File: config.mk
export PLATFORM = sky130hd
export DESIGN_NAME = sbcfg_top
export DESIGN_NICKNAME = d
export VERILOG_FILES = /design/src/design/sbcfg_top.v /design/src/design/sbcfg_free_detect.v
export VERILOG_INCLUDE_DIRS = /design/src /design/src/design
export SDC_FILE = /design/constraint.sdc
export NUM_CORES = 1
export LEC_CHECK = 0
export BUFFER_PORTS_ARGS = -buffer_cell sky130_fd_sc_hd__buf_2
export CORE_UTILIZATION = 37
export DETAILED_ROUTE_END_ITERATION = 10
export SKIP_LAST_GASP = 1
export SYNTH_ARGS = -nofsm -noshare
export SYNTH_HDL_FRONTEND = slang
export SYNTH_SLANG_ARGS = --single-unit
File: constraint.sdc
create_clock -name sys_clk_i -period 1.8 [get_ports sys_clk_i]
set_input_delay 0.54 -clock sys_clk_i [delete_from_list [all_inputs] [get_ports sys_clk_i]]
set_output_delay 0.54 -clock sys_clk_i [all_outputs]
set_load 0.02 [all_outputs]
File: src/design/sbcfg_defs.vh
// constants for the serial bus configuration block
`ifndef SBCFG_DEFS_VH
`define SBCFG_DEFS_VH

`define SBCFG_CONFIG_ADDR 8'hc1
`define SBCFG_CONFIG_RESET 8'h00
`define SBCFG_BIT_ENABLE 7
`define SBCFG_BIT_SLV_MASK 6
`define SBCFG_BIT_BUSY 5
`define SBCFG_BIT_EXTEND 4
`define SBCFG_BIT_TOE 3
`define SBCFG_BIT_FTE 2
`define SBCFG_SRC_MSB 1
`define SBCFG_SRC_LSB 0
`define SBCFG_SRC_TMR0 2'h0
`define SBCFG_SRC_TMR1 2'h1
`define SBCFG_SRC_TMR2_UPPER 2'h2
`define SBCFG_SRC_TMR2_LOWER 2'h3
`define SBCFG_FREE_PERIODS 4'ha
`define SBCFG_EXTEND_CYCLES 4'hc
`define SBCFG_NORMAL_CYCLES 4'h3

`endif

File: src/design/sbcfg_top.v
// serial bus configuration register and its effects on timers and bus logic
`timescale 1ns/10ps
`default_nettype none
`include "sbcfg_defs.vh"
module sbcfg_top (
  input wire sys_clk_i,
  input wire resetn_i,
  input wire [7:0] sfr_addr_i,
  input wire [7:0] sfr_wdata_i,
  input wire sfr_wr_i,
  input wire sfr_rd_i,
  output reg [7:0] sfr_rdata_o,
  input wire scl_i,
  input wire sda_i,
  input wire tmr0_overflow_i,
  input wire tmr1_overflow_i,
  input wire tmr2_upper_overflow_i,
  input wire tmr2_lower_overflow_i,
  input wire timeout_tmr_split_i,
  input wire xfer_start_i,
  input wire stop_seen_i,
  input wire slave_event_i,
  input wire other_event_i,
  output wire iface_enable_o,
  output wire bit_tick_o,
  output wire timeout_reload_low_o,
  output wire timeout_reload_high_o,
  output wire bus_busy_o,
  output wire bus_free_o,
  output wire event_irq_o,
  output wire [3:0] data_hold_cycles_o,
  output wire scl_s_o,
  output wire sda_s_o
);
  // ---------------------------------------------------------------
  // reset and input synchronisers
  // ---------------------------------------------------------------
  reg [1:0] rst_sync;
  wire rst_n;
  reg [1:0] scl_sync;
  reg [1:0] sda_sync;
  always @(posedge sys_clk_i or negedge resetn_i) begin
    if (!resetn_i) begin
      rst_sync <= 2'b00;
    end else begin
      rst_sync <= {rst_sync[0], 1'b1};
    end
  end
  assign rst_n = rst_sync[1];

  always @(posedge sys_clk_i or negedge rst_n) begin
    if (!rst_n) begin
      scl_sync <= 2'b11;
      sda_sync <= 2'b11;
    end else begin
      scl_sync <= {scl_sync[0], scl_i};
      sda_sync <= {sda_sync[0], sda_i};
    end
  end

  // ---------------------------------------------------------------
  // configuration register
  // ---------------------------------------------------------------
  reg iface_enable;
  reg slave_event_mask;
  reg data_timing_extend;
  reg clock_low_timeout_en;
  reg bus_free_timeout_en;
  reg [1:0] bitrate_source_sel;
  reg busy;
  wire cfg_hit;
  wire free_hit;
  wire [7:0] cfg_value;

  assign cfg_hit = (sfr_addr_i == `SBCFG_CONFIG_ADDR);

  always @(posedge sys_clk_i or negedge rst_n) begin
    if (!rst_n) begin
      iface_enable <= 1'b0;
      slave_event_mask <= 1'b0;
      data_timing_extend <= 1'b0;
      clock_low_timeout_en <= 1'b0;
      bus_free_timeout_en <= 1'b0;
      bitrate_source_sel <= `SBCFG_SRC_TMR0;
    end else if (sfr_wr_i && cfg_hit) begin
      iface_enable <= sfr_wdata_i[`SBCFG_BIT_ENABLE];
      slave_event_mask <= sfr_wdata_i[`SBCFG_BIT_SLV_MASK];
      data_timing_extend <= sfr_wdata_i[`SBCFG_BIT_EXTEND];
      clock_low_timeout_en <= sfr_wdata_i[`SBCFG_BIT_TOE];
      bus_free_timeout_en <= sfr_wdata_i[`SBCFG_BIT_FTE];
      bitrate_source_sel <= sfr_wdata_i[`SBCFG_SRC_MSB:`SBCFG_SRC_LSB];
    end
  end

  assign cfg_value = {iface_enable, slave_event_mask, busy, data_timing_extend,
                      clock_low_timeout_en, bus_free_timeout_en, bitrate_source_sel};

  // read data registered; unmapped addresses read zero
  always @(posedge sys_clk_i or negedge rst_n) begin
    if (!rst_n) begin
      sfr_rdata_o <= `SBCFG_CONFIG_RESET;
    end else if (sfr_rd_i) begin
      sfr_rdata_o <= cfg_hit ? cfg_value : 8'h00;
    end
  end

  // ---------------------------------------------------------------
  // bit-rate source selection
  // ---------------------------------------------------------------
  function sel_tick;
    input [1:0] sel;
    input t0, t1, t2u, t2l;
    begin
      case (sel)
        `SBCFG_SRC_TMR0: sel_tick = t0;
        `SBCFG_SRC_TMR1: sel_tick = t1;
        `SBCFG_SRC_TMR2_UPPER: sel_tick = t2u;
        default: sel_tick = t2l;
      endcase
    end
  endfunction

  assign bit_tick_o = iface_enable & sel_tick(bitrate_source_sel, tmr0_overflow_i,
                      tmr1_overflow_i, tmr2_upper_overflow_i, tmr2_lower_overflow_i);

  // ---------------------------------------------------------------
  // bus monitoring, busy and free detection
  // ---------------------------------------------------------------
  wire lines_high;
  assign lines_high = scl_sync[1] & sda_sync[1];
  assign iface_enable_o = iface_enable;
  assign scl_s_o = scl_sync[1] & iface_enable;
  assign sda_s_o = sda_sync[1] & iface_enable;

  sbcfg_free_detect #(
    .CNT_W(4)
  ) u_free (
    .clk_i(sys_clk_i),
    .rst_n_i(rst_n),
    .run_i(iface_enable & bus_free_timeout_en & busy),
    .lines_high_i(lines_high),
    .tick_i(bit_tick_o),
    .free_o(free_hit)
  );

  // start wins over a same-cycle stop so a new transfer is never lost
  always @(posedge sys_clk_i or negedge rst_n) begin
    if (!rst_n) begin
      busy <= 1'b0;
    end else if (!iface_enable) begin
      busy <= 1'b0;
    end else if (xfer_start_i) begin
      busy <= 1'b1;
    end else if (stop_seen_i || free_hit) begin
      busy <= 1'b0;
    end
  end
  assign bus_busy_o = busy;
  assign bus_free_o = free_hit;

  // ---------------------------------------------------------------
  // timing, timeout timer control and events
  // ---------------------------------------------------------------
  assign data_hold_cycles_o = data_timing_extend ? `SBCFG_EXTEND_CYCLES
                                                 : `SBCFG_NORMAL_CYCLES;

  // timer counts only while clock held low, except its low byte in split mode, which is never reloaded; its period is left to software
  wire reload_req;
  assign reload_req = iface_enable & clock_low_timeout_en & scl_sync[1];
  assign timeout_reload_high_o = reload_req;
  assign timeout_reload_low_o = reload_req & ~timeout_tmr_split_i;

  assign event_irq_o = iface_enable & (other_event_i |
                       (slave_event_i & ~slave_event_mask));
endmodule
`default_nettype wire

File: src/design/sbcfg_free_detect.v
// bus-free detector counting selected overflow pulses while both lines are high
`timescale 1ns/10ps
`default_nettype none
`include "sbcfg_defs.vh"
module sbcfg_free_detect #(
  parameter CNT_W = 4
) (
  input wire clk_i,
  input wire rst_n_i,
  input wire run_i,
  input wire lines_high_i,
  input wire tick_i,
  output reg free_o
);
  reg [CNT_W-1:0] count;

  // free once more than ten ticks pass with both lines high
  always @(posedge clk_i or negedge rst_n_i) begin
    if (!rst_n_i) begin
      count <= {CNT_W{1'b0}};
      free_o <= 1'b0;
    end else if (!run_i || !lines_high_i) begin
      count <= {CNT_W{1'b0}};
      free_o <= 1'b0;
    end else if (tick_i && !free_o) begin
      if (count == `SBCFG_FREE_PERIODS) begin
        free_o <= 1'b1;
      end else begin
        count <= count + {{(CNT_W-1){1'b0}}, 1'b1};
      end
    end
  end
endmodule
`default_nettype wire

==> results.rst, run 1 <==
.. list-table::
   :header-rows: 1

   * - Metric
     - Value
   * - Root buf cell
     - clkbuf_4
   * - Count of distinct cell types in the synthesized netlist
     - 32
   * - DP HPWL
     - between 1500 and 2000 µm
   * - Remaining global-route overflow
     - 0
   * - Yosys reg bits
     - 27
   * - Category of the most critical setup path
     - reg -> out
   * - Number of pins with negative max-slew slack in the final report
     - 0
   * - Syn Std Cell Area
     - approximately 1300 µm²
   * - Area growth from synthesis to final layout
     - 28.96%
   * - Number of endpoints with negative hold slack in the final report
     - 0
   * - Total Negative Setup Slacks
     - -111.9 ps
   * - Reg2Reg Launch Point
     - iface_enable_o$_DFFE_PN0P_
   * - Sequential cell fraction of total power
     - between 60% and 70%
   * - Average wire per standard cell
     - around 12 µm
   * - Register-to-register setup slack
     - approximately 300 ps
   * - Gp weighted congestion
     - around 0.86
   * - Worst max-slew margin expressed relative to the limit
     - about 66%
   * - Net count of the mapped netlist
     - about 140
   * - Placed Cells incl. Taps
     - 200
   * - Setup repair after global routing missed its margin
     - yes
   * - Area occupied by registers
     - roughly 680 µm²
   * - Part of the total power dissipated in combinational logic
     - 10.4%
   * - Tightest Hold Check Type
     - reg -> async
   * - Multi-input gate area in the final layout
     - a little under 500 µm²
   * - Number of warnings printed during yosys synthesis
     - 0
   * - Highest attainable clock frequency
     - ~540 MHz
   * - Number of design-rule violations left by the first detailed-router iteration
     - 28
   * - Final period util
     - 103.3%
   * - Cell Area, Placed
     - 1548 µm²
   * - Synthesized instance count
     - 109
   * - Share of post-route cells with drive strength above 1
     - 46.63%
   * - Time the worst path needs with I/O delays and setup
     - 1860 ps
   * - CTS Buffer Depth
     - 2
   * - Worst clock skew
     - 3.456 ps
   * - Power density of the placed cells
     - between 600 and 700 nW/µm²
   * - Slew at the pin with the worst max-slew slack
     - ~510 ps
   * - Commonest cells after routing, fill and taps aside
     - buf_2, dfrtp_1, nand2_1, inv_1, o22ai_1
   * - Maximum number of pins on one net before global-route repair
     - 17
   * - Non-Filler Instances
     - just over 200
   * - R2R cell count
     - 5
   * - Failing checks
     - negative setup slack
   * - Die outline area
     - around 3600 µm²
   * - Final setup violation count
     - 2
   * - Slack of the critical path
     - -59.94 ps
   * - Post-layout util
     - about half
   * - Fillcell total
     - about 300
   * - Fin Hold WS
     - between 200 and 250 ps
   * - EDFF count, synth
     - 0
   * - Commonest non-fill, non-tap cell in the layout
     - buf_2
   * - Std cell rows
     - 20
   * - CP endpoint kind
     - output port
   * - P_leak
     - 0.8309 nW
   * - Clock buffer count from CTS
     - 3
   * - Drt pass-1 iters
     - 3
   * - Starting Density
     - between 40% and 50%
   * - Switching share of power
     - a little under a quarter
   * - Total power draw
     - around 1000 µW
   * - Floorplan core area
     - 3128 µm²
   * - Total global routing track utilization
     - around 15%
   * - Number of vias per cell after detailed routing
     - approximately 4.6
   * - Number of global-route vias before repair
     - between 900 and 1,000
   * - Avg Synthesized Cell Area
     - 11.54 µm²
   * - I/O pin count
     - 52
   * - ANT cells
     - 0
   * - Cell area after layout
     - between 1500 and 2000 µm²
   * - Clock power share
     - between 20 and 30%
   * - Remaining routing DRC violations
     - 0
   * - Seq/Total Area, Yosys
     - a little over half
   * - Number of maximum-capacitance constraint violations
     - 0
   * - Die extent in y
     - about 60 µm
   * - Number of nets with antenna violations after routing
     - 0
   * - R2R Path End
     - u_free.count[3]$_DFFE_PN0P_
   * - CTS clk-pin slew, worst paths
     - 140 ps
   * - Total Wirelength
     - ~2400 µm
   * - TritonCTS clock tree
     - built
   * - CTS HTree Levels
     - 1
   * - Clock Sink Count
     - 27
   * - Total internal power
     - around 760 µW
   * - Clock Latency Late Sink
     - 320 ps
   * - Die Wd
     - 60.30 µm
   * - Critical path peak fanout
     - 2
   * - Final net count
     - slightly below 200
   * - Arrival time of the worst setup path
     - between 1000 and 1500 ps
   * - Startpoint types
     - flip-flop
   * - Initial antenna violation count
     - 0
   * - Data required time of the critical path
     - between 1000 and 1500 ps
   * - Reported net switching power
     - between 200 and 250 µW
   * - Pre-CTS setup slack
     - -166.1 ps
   * - Prevailing post-synth register cell
     - dfrtp_1
   * - Synth async-reset ratio
     - between 90% and 100%
   * - Total number of vias
     - 950
   * - Outcome
     - finished, violations left
   * - Input/output buffers
     - 50
   * - Worst vdd ir
     - 0.3554 mV
   * - First-pass GRT wire length
     - 3946 µm
[state kept, by name (all words and copies together) (netlist names)]
name and cells:
bitrate_source_sel 2, bus_busy_o 1, bus_free_timeout_en 1, clock_low_timeout_en 1
data_timing_extend 1, iface_enable_o 1, rst_sync 2, scl_sync 2
sda_sync 2, sfr_rdata_o 8, slave_event_mask 1, u_free.count 4
u_free.free_o 1
[logic make-up after synthesis]
family	synth area share (%)
compound gates	8.458
buf+inv	7.164
flops	54.13
fa+ha+maj	1.990
mux	10.75
simple gates	17.21
other cells	0.2982
[Yosys cell counts, drive strengths merged (3+ instances only)]
library cell / count / area (µm²)
buf: 4 / 33.78
clkbuf: 3 / 11.26
dfrtp: 23 / 575.6
dfstp: 4 / 105.1
inv: 12 / 45.04
mux2: 7 / 105.1
mux2i: 3 / 30.03
nand2: 12 / 45.04
nor2: 3 / 11.26
nor2b: 4 / 25.02
o22ai: 8 / 50.05
[metal layers]
layer,part of all wire [%],GRT usage [%],vias up
met3,5.9,4.113,2
met2,49,25.90,29
li1,-,-,473
met5,0,0,-
met4,0.57,4.319,0
met1,44,17.79,446
[worst max path at each step]
stage,from,endpoint,slack (ps),depth (start not counted)
final,scl_sync[1]$_DFF_PN1_,timeout_reload_low_o,-60,3
after CTS,bitrate_source_sel[0]$_DFFE_PN0P_,bit_tick_o,-100,4
after floorplan,sfr_addr_i[3],bitrate_source_sel[0]$_DFFE_PN0P_,9,5
after detailed placement,sfr_addr_i[3],slave_event_mask$_DFFE_PN0P_,-170,5
after global placement,sfr_addr_i[3],iface_enable_o$_DFFE_PN0P_,-150,5
after global routing,bitrate_source_sel[0]$_DFFE_PN0P_,bit_tick_o,-160,4
[power by group through the flow]
stage | Sequential [mW] | Combinational (mW) | Clock, mW
2_1_floorplan | 0.655 | 0.0464 | 0
3_3_place_gp | 0.654 | 0.0959 | 0
3_5_place_dp | 0.655 | 0.0980 | 0
4_1_cts | 0.644 | 0.105 | 0.263
5_1_grt | 0.647 | 0.114 | 0.282
6_report | 0.643 | 0.104 | 0.253
[timing repair]
| item | 4_1_cts | 5_1_grt |
|---|---|---|
| endpoints found under the setup margin | 3 | 3 |
| pin swaps | 1 | 1 |
| endpoints found under the hold margin | 2 | 0 |
| resized for setup | 5 | 3 |
| buffers inserted | 2 | 0 |
| hold buffers | 1 | 0 |
[area by class of cell]
cell class                 instances  area share, %
clock buffer                       3          1.389
clock inverter                     1         0.3086
inverter                          12          2.778
multi-input combinational         63          30.32
sequential                        27          42.05
tap                               44          3.395
timing repair buffer              57          19.75
[critical path, stage by stage, from the launching register on]
cell     delay [ps]
dfstp_2         560
and3_4          180
nor2b_1         120
buf_4           150
Note: power is estimated with default switching activity, not from simulation.
==> inputs of run 2 (changes only) <==
- ABC_AREA: not set -> 1
==> results.rst, run 2 <==
.. list-table::
   :header-rows: 1

   * - Metric
     - Value
   * - Starting Density
     - roughly 39%
   * - Met3 wire length
     - around 140 µm
   * - Number of design-rule violations left by the first detailed-router iteration
     - 24
   * - Cell area after layout
     - between 1500 and 2000 µm²
   * - Most frequent cells after synthesis
     - nand2_1, dfrtp_1, inv_1
   * - I/O pin count
     - 52
   * - Initial antenna violation count
     - 0
   * - Startpoint types
     - flip-flop
   * - Final period util
     - a little under 100%
   * - Syn Std Cell Area
     - about 1300 µm²
   * - Highest metal layer with signal wires
     - met4
   * - Worst clock skew
     - 2.372 ps
   * - Gp weighted congestion
     - 0.7025
   * - Net count of the mapped netlist
     - ~170
   * - Remaining routing DRC violations
     - 0
   * - ANT cells
     - 0
   * - Post-Route M1 WL
     - about 1100 µm
   * - Share of post-route cells with drive strength above 1
     - approximately 44%
   * - Number of warnings printed during yosys synthesis
     - 0
   * - Slew at the pin with the worst max-slew slack
     - 563.1 ps
   * - Number of maximum-capacitance constraint violations
     - 0
   * - Clock Latency Late Sink
     - roughly 310 ps
   * - Critical Path, Cell by Cell
     - inv_2, nand2_1, nand3_1, nand3_2, inv_2, buf_6
   * - Total Wirelength
     - 2494 µm
   * - Outcome
     - completed
   * - Sum of met2 wire segment lengths after detailed routing
     - 1197 µm
   * - Final net count
     - about 230
   * - Number of global-route vias before repair
     - between 900 and 1,000
   * - EDFF count, synth
     - 0
   * - Cell type with the largest total area after synthesis
     - dfrtp_1
   * - Drt pass-1 iters
     - 4
   * - Arrival time of the worst setup path
     - between 1000 and 1500 ps
   * - Most flops, register
     - sfr_rdata_o
   * - Share of Yosys cell area claimed by the top area cell type
     - between 40% and 50%
   * - Total number of vias
     - ~1,100
   * - Floorplan core area
     - roughly 3300 µm²
   * - Prevailing post-synth register cell
     - dfrtp_1
   * - Slowest cell on the critical path
     - dfrtp_1
   * - CTS clk-pin slew, worst paths
     - between 100 and 150 ps
   * - P_leak
     - between 0.8 and 0.9 nW
   * - Input/output buffers
     - 50
   * - Time the worst path needs with I/O delays and setup
     - 1777 ps
   * - Part of the total power dissipated in combinational logic
     - 16.7%
   * - Final setup violation count
     - 0
   * - Critical path peak fanout
     - 4
   * - First-pass GRT wire length
     - about 4200 µm
   * - Avg Synthesized Cell Area
     - 9.241 µm²
   * - Cell Area, Placed
     - between 1500 and 2000 µm²
   * - Category of the most critical setup path
     - reg -> out
   * - Cell with the most instances after synthesis
     - nand2_1
   * - Number of endpoints with negative hold slack in the final report
     - 0
   * - Total internal power
     - 800.8 µW
   * - Commonest non-fill, non-tap cell in the layout
     - buf_2
   * - Largest registers
     - sfr_rdata_o (8), u_free.count (4)
   * - Sequential cell fraction of total power
     - 60.4%
   * - CP endpoint kind
     - output port
   * - Area growth from synthesis to final layout
     - 27.85%
   * - Yosys reg bits
     - 27
   * - Total global routing track utilization
     - around 15%
   * - Placed Cells incl. Taps
     - around 230
   * - Clock power share
     - a little under a quarter
   * - Total power draw
     - 1.088 mW
   * - Reported net switching power
     - 287.3 µW
   * - Maximum number of pins on one net before global-route repair
     - 17
   * - Worst max-slew margin expressed relative to the limit
     - between 60% and 70%
   * - Non-Filler Instances
     - 240
   * - Root buf cell
     - clkbuf_4
   * - Die Wd
     - 61.13 µm
   * - Max reg flops
     - 8
   * - Commonest cells after routing, fill and taps aside
     - buf_2, nand2_1, dfrtp_1, inv_1
   * - Cell repeated most along the worst path
     - inv_2
   * - Std cell rows
     - 21
   * - Data required time of the critical path
     - roughly 1300 ps
   * - Average wire per standard cell
     - 10.39 µm
   * - Worst vdd ir
     - ~0.53 mV
   * - Setup repair after global routing missed its margin
     - yes
   * - Number of vias per cell after detailed routing
     - between 4 and 5
   * - TritonCTS clock tree
     - built
   * - Synth async-reset ratio
     - 100.0%
   * - DP HPWL
     - slightly below 2000 µm
   * - CTS HTree Levels
     - 1
   * - Count of distinct cell types in the synthesized netlist
     - 28
   * - Power density of the placed cells
     - 657.8 nW/µm²
   * - Die outline area
     - 3737 µm²
   * - Clock buffer count from CTS
     - 3
   * - Synthesized instance count
     - 140
   * - Switching share of power
     - about a quarter
   * - Remaining global-route overflow
     - 0
   * - Die extent in y
     - approximately 61 µm
   * - Highest attainable clock frequency
     - around 560 MHz
   * - Seq/Total Area, Yosys
     - between 50% and 60%
   * - CTS Buffer Depth
     - 2
   * - Number of nets with antenna violations after routing
     - 0
   * - Tightest Hold Check Type
     - reg -> async
   * - Clock Sink Count
     - 27
   * - Delay contributed by the slowest stage of the critical path
     - 440 ps
   * - Synth top area cells
     - dfrtp_1, nand2_1, dfstp_2
   * - Number of pins with negative max-slew slack in the final report
     - 0
run 2: cell types whose count changed after synthesis, sizes merged, moves of 3 or more:
cell   previous run  this run
nand2            12        38
inv              12        23
nand3             1         9
mux2              7         0
o21ai             1         8
nor2              3         9
nor2b             4         0
mux2i             3         0
nor3              0         3
run 2: final timing paths:
| check | cells past startpoint | endpoint | slack, ps | startpoint |
|---|---|---|---|---|
| worst min register to register | 0 | data_timing_extend$_DFFE_PN0P_ | 240 | rst_sync[1]$_DFF_PN0_ |
| worst max register to register | 7 | u_free.count[2]$_DFFE_PN0P_ | 330 | u_free.count[0]$_DFFE_PN0P_ |
| worst max-delay path | 6 | bit_tick_o | 20 | bitrate_source_sel[0]$_DFFE_PN0P_ |
| worst min-delay path | 0 | data_timing_extend$_DFFE_PN0P_ | 240 | rst_sync[1]$_DFF_PN0_ |
| min in group sys_clk_i | 1 | sda_sync[0]$_DFF_PN1_ | 310 | sda_i |
| max in group asynchronous | 1 | u_free.count[3]$_DFFE_PN0P_ | 980 | rst_sync[1]$_DFF_PN0_ |
run 2: area by class of cell:
cell class              instances  area (µm²)
well taps                      46       57.56
clock buffers                   4       26.28
fillers                       338        1683
multi-input cells              84       493.0
repair buffers                 56       309.0
inverters                      23       86.33
flip-flops and latches         27       681.9
run 2: stage by stage:
step | utilization (%) | TNS, ps | hold slack, ps | setup WS (ps)
after floorplan | - | 0 | 244.4 | 125.6
after global placement | 46.91 | 0 | 236.9 | 160.4
after CTS | 48.93 | -3.414 | 263.5 | -3.414
after detailed placement | 46.91 | 0 | 254.6 | 150.7
after global routing | 49.57 | -135.7 | 279.2 | -82.73
final | 49.57 | 0 | 238.2 | 23.47
run 2: kinds of logic after synthesis:
family / after synthesis / synth area share [%]
AND/OR/NAND/NOR: 61 / 24.37
buffers and inverters: 29 / 10.64
flip-flops: 27 / 52.61
AO/OA/AOI/OAI: 19 / 9.478
adder cells (fa/ha/maj): 2 / 1.934
XOR/XNOR: 1 / 0.6771
other: 1 / 0.2899
run 2: power by group through the flow:
stage / clock, mW / sequential, mW / combinational (mW)
2_1_floorplan: 0 / 0.670 / 0.0923
3_3_place_gp: 0 / 0.667 / 0.160
3_5_place_dp: 0 / 0.668 / 0.162
4_1_cts: 0.265 / 0.658 / 0.175
5_1_grt: 0.298 / 0.662 / 0.201
6_report: 0.249 / 0.657 / 0.182
run 2: repair_timing:
item	in CTS	in global routing
pin swaps	0	1
buffers inserted	2	1
endpoints found under the hold margin	2	0
gates resized for setup	6	5
hold buffers	1	0
cloned	0	0
setup endpoints to repair	3	3
run 2: per-layer routing:
layer	up-vias	GRT usage (%)
met3	2	3.571
met4	0	5.519
li1	546	-
met2	27	22.98
met1	486	20.38
met5	-	0
run 2: critical path: cells and delay by family, from the launching register on:
family,cells,cell delay (ps)
flops,1,440
buf+inv,3,270
simple gates,3,220
==> inputs of run 3 (changes only) <==
- clock period: 1.8 -> 2 ns (I/O delays scaled with it)
==> results.rst, run 3 (same netlist as run 2, synthesis figures left out) <==
.. list-table::
   :header-rows: 1

   * - Metric
     - Value
   * - Commonest cells after routing, fill and taps aside
     - buf_2, nand2_1, dfrtp_1, inv_1, o22ai_1
   * - Multi-input gate area in the final layout
     - around 490 µm²
   * - Number of vias per cell after detailed routing
     - between 4 and 5
   * - Final setup violation count
     - 0
   * - Setup repair after global routing missed its margin
     - yes
   * - Number of nets with antenna violations after routing
     - 0
   * - Max reg flops
     - 8
   * - Average wire per standard cell
     - about 11 µm
   * - CTS Buffer Depth
     - 2
   * - Critical Path, Cell by Cell
     - buf_4, nand2_1, nand3_2, nand3_2, inv_1, buf_2
   * - CP endpoint kind
     - output port
   * - Area growth from synthesis to final layout
     - 26.11%
   * - Largest registers
     - sfr_rdata_o (8), u_free.count (4)
   * - Switching share of power
     - 27.69%
   * - Part of the total power dissipated in combinational logic
     - 15.8%
   * - Root buf cell
     - clkbuf_4
   * - Die Wd
     - approximately 61 µm
   * - Slowest cell on the critical path
     - dfrtp_1
   * - Startpoint types
     - flip-flop
   * - Clock Sink Count
     - 27
   * - Post-layout util
     - 48.89%
   * - Clock Latency Late Sink
     - approximately 330 ps
   * - TritonCTS clock tree
     - built
   * - ANT cells
     - 0
   * - Register-to-register setup slack
     - around 530 ps
   * - Die outline area
     - roughly 3700 µm²
   * - Total Wirelength
     - between 2000 and 3000 µm
   * - R2R Path End
     - u_free.count[0]$_DFFE_PN0P_
   * - Fillcell total
     - around 350
   * - Reported net switching power
     - 272.4 µW
   * - Worst max-slew margin expressed relative to the limit
     - about two thirds
   * - Final period util
     - roughly 100%
   * - Total internal power
     - 711.5 µW
   * - Clock buffer count from CTS
     - 3
   * - Slew at the pin with the worst max-slew slack
     - approximately 530 ps
   * - Number of global-route vias before repair
     - ~940
   * - Category of the most critical setup path
     - reg -> out
   * - First-pass GRT wire length
     - approximately 4300 µm
   * - Gp weighted congestion
     - 0.7217
   * - Clock power share
     - about a quarter
   * - Arrival time of the worst setup path
     - 1340 ps
   * - Std cell rows
     - 21
   * - Worst vdd ir
     - between 0.4 and 0.5 mV
   * - Tightest Hold Check Type
     - reg -> async
   * - I/O pin count
     - 52
   * - Initial antenna violation count
     - 0
   * - Area occupied by registers
     - 681.9 µm²
   * - Remaining global-route overflow
     - 0
   * - Outcome
     - completed
   * - Number of maximum-capacitance constraint violations
     - 0
   * - Critical path peak fanout
     - 3
   * - CTS HTree Levels
     - 1
   * - Pre-CTS setup slack
     - between 150 and 200 ps
   * - Number of design-rule violations left by the first detailed-router iteration
     - 27
   * - Final net count
     - roughly 230
   * - Slack of the critical path
     - between 50 and 60 ps
   * - R2R cell count
     - 7
   * - Sequential cell fraction of total power
     - about three fifths
   * - Time the worst path needs with I/O delays and setup
     - a little under 2000 ps
   * - Die extent in y
     - approximately 61 µm
   * - P_leak
     - 0.8831 nW
   * - Starting Density
     - 38.77%
   * - Delay contributed by the slowest stage of the critical path
     - 430 ps
   * - Remaining routing DRC violations
     - 0
   * - Total global routing track utilization
     - around 15%
   * - Number of endpoints with negative hold slack in the final report
     - 0
   * - Power density of the placed cells
     - 603.0 nW/µm²
   * - Worst clock skew
     - approximately 15 ps
   * - Most flops, register
     - sfr_rdata_o
   * - Share of post-route cells with drive strength above 1
     - ~43%
   * - Total number of vias
     - between 1,000 and 1,500
   * - Highest attainable clock frequency
     - a little over 500 MHz
   * - Data required time of the critical path
     - ~1400 ps
   * - Reg2Reg Launch Point
     - u_free.count[0]$_DFFE_PN0P_
   * - Fin Hold WS
     - roughly 220 ps
   * - DP HPWL
     - approximately 1900 µm
   * - Drt pass-1 iters
     - 4
   * - Maximum number of pins on one net before global-route repair
     - 17
   * - Cell family with most CP delay
     - flip-flops
   * - Cell repeated most along the worst path
     - nand3_2
   * - Commonest non-fill, non-tap cell in the layout
     - buf_2
   * - Combined buffer and inverter count along the critical path
     - 3
   * - Logic depth of the worst setup path including buffers
     - 6
   * - Floorplan core area
     - roughly 3300 µm²
   * - Input/output buffers
     - 50
   * - Number of pins with negative max-slew slack in the final report
     - 0
   * - CTS clk-pin slew, worst paths
     - ~150 ps
[run 3: cell type report]
| type | instances | area share, % |
|---|---|---|
| Timing Repair Buffer | 55 | 17.79 |
| Sequential cell | 27 | 41.79 |
| Clock inverter | 1 | 0.4601 |
| Clock buffer | 3 | 1.380 |
| Inverter | 23 | 5.291 |
| Multi-Input combinational cell | 84 | 29.75 |
| Tap cell | 46 | 3.528 |
[run 3: repair_timing]
action / 4_1_cts / 5_1_grt
pin swaps: 0 / 1
setup endpoints to repair: 1 / 3
endpoints found under the hold margin: 0 / 2
setup buffers: 2 / 1
hold buffers: 0 / 1
resized for setup: 1 / 3
[run 3: power groups by stage]
stage	clock, mW	sequential [mW]	combinational [mW]
3_5_place_dp	0	0.601	0.142
5_1_grt	0.272	0.595	0.173
3_3_place_gp	0	0.600	0.141
6_report	0.239	0.590	0.155
2_1_floorplan	0	0.603	0.0830
4_1_cts	0.254	0.591	0.149
[run 3: metrics by stage]
stage	area (µm²)	std cells	total power [mW]	setup TNS [ps]
floorplan	1294	140	0.6858	0
global placement	1558	231	0.7407	0
detailed placement	1558	231	0.7432	0
CTS	1608	237	0.9936	0
global route	1632	239	1.040	-37.07
finish	1632	239	0.9839	0
[run 3: worst max path at each step]
stage                                           start                   end  slack (ps)
floorplan                  iface_enable_o$_DFFE_PN0P_  timeout_reload_low_o         270
global placement                      tmr1_overflow_i            bit_tick_o         200
detailed placement                    tmr1_overflow_i            bit_tick_o         200
CTS                        iface_enable_o$_DFFE_PN0P_  timeout_reload_low_o          20
global route        bitrate_source_sel[0]$_DFFE_PN0P_            bit_tick_o         -40
finish              bitrate_source_sel[0]$_DFFE_PN0P_            bit_tick_o          60
[run 3: metal layers]
metal	up-vias	routed length [µm]	global-route usage, %
li1	541	-	-
met5	-	0	0
met4	0	15	5.844
met2	29	1207	24.53
met1	473	1207	21.33
met3	2	120	2.101
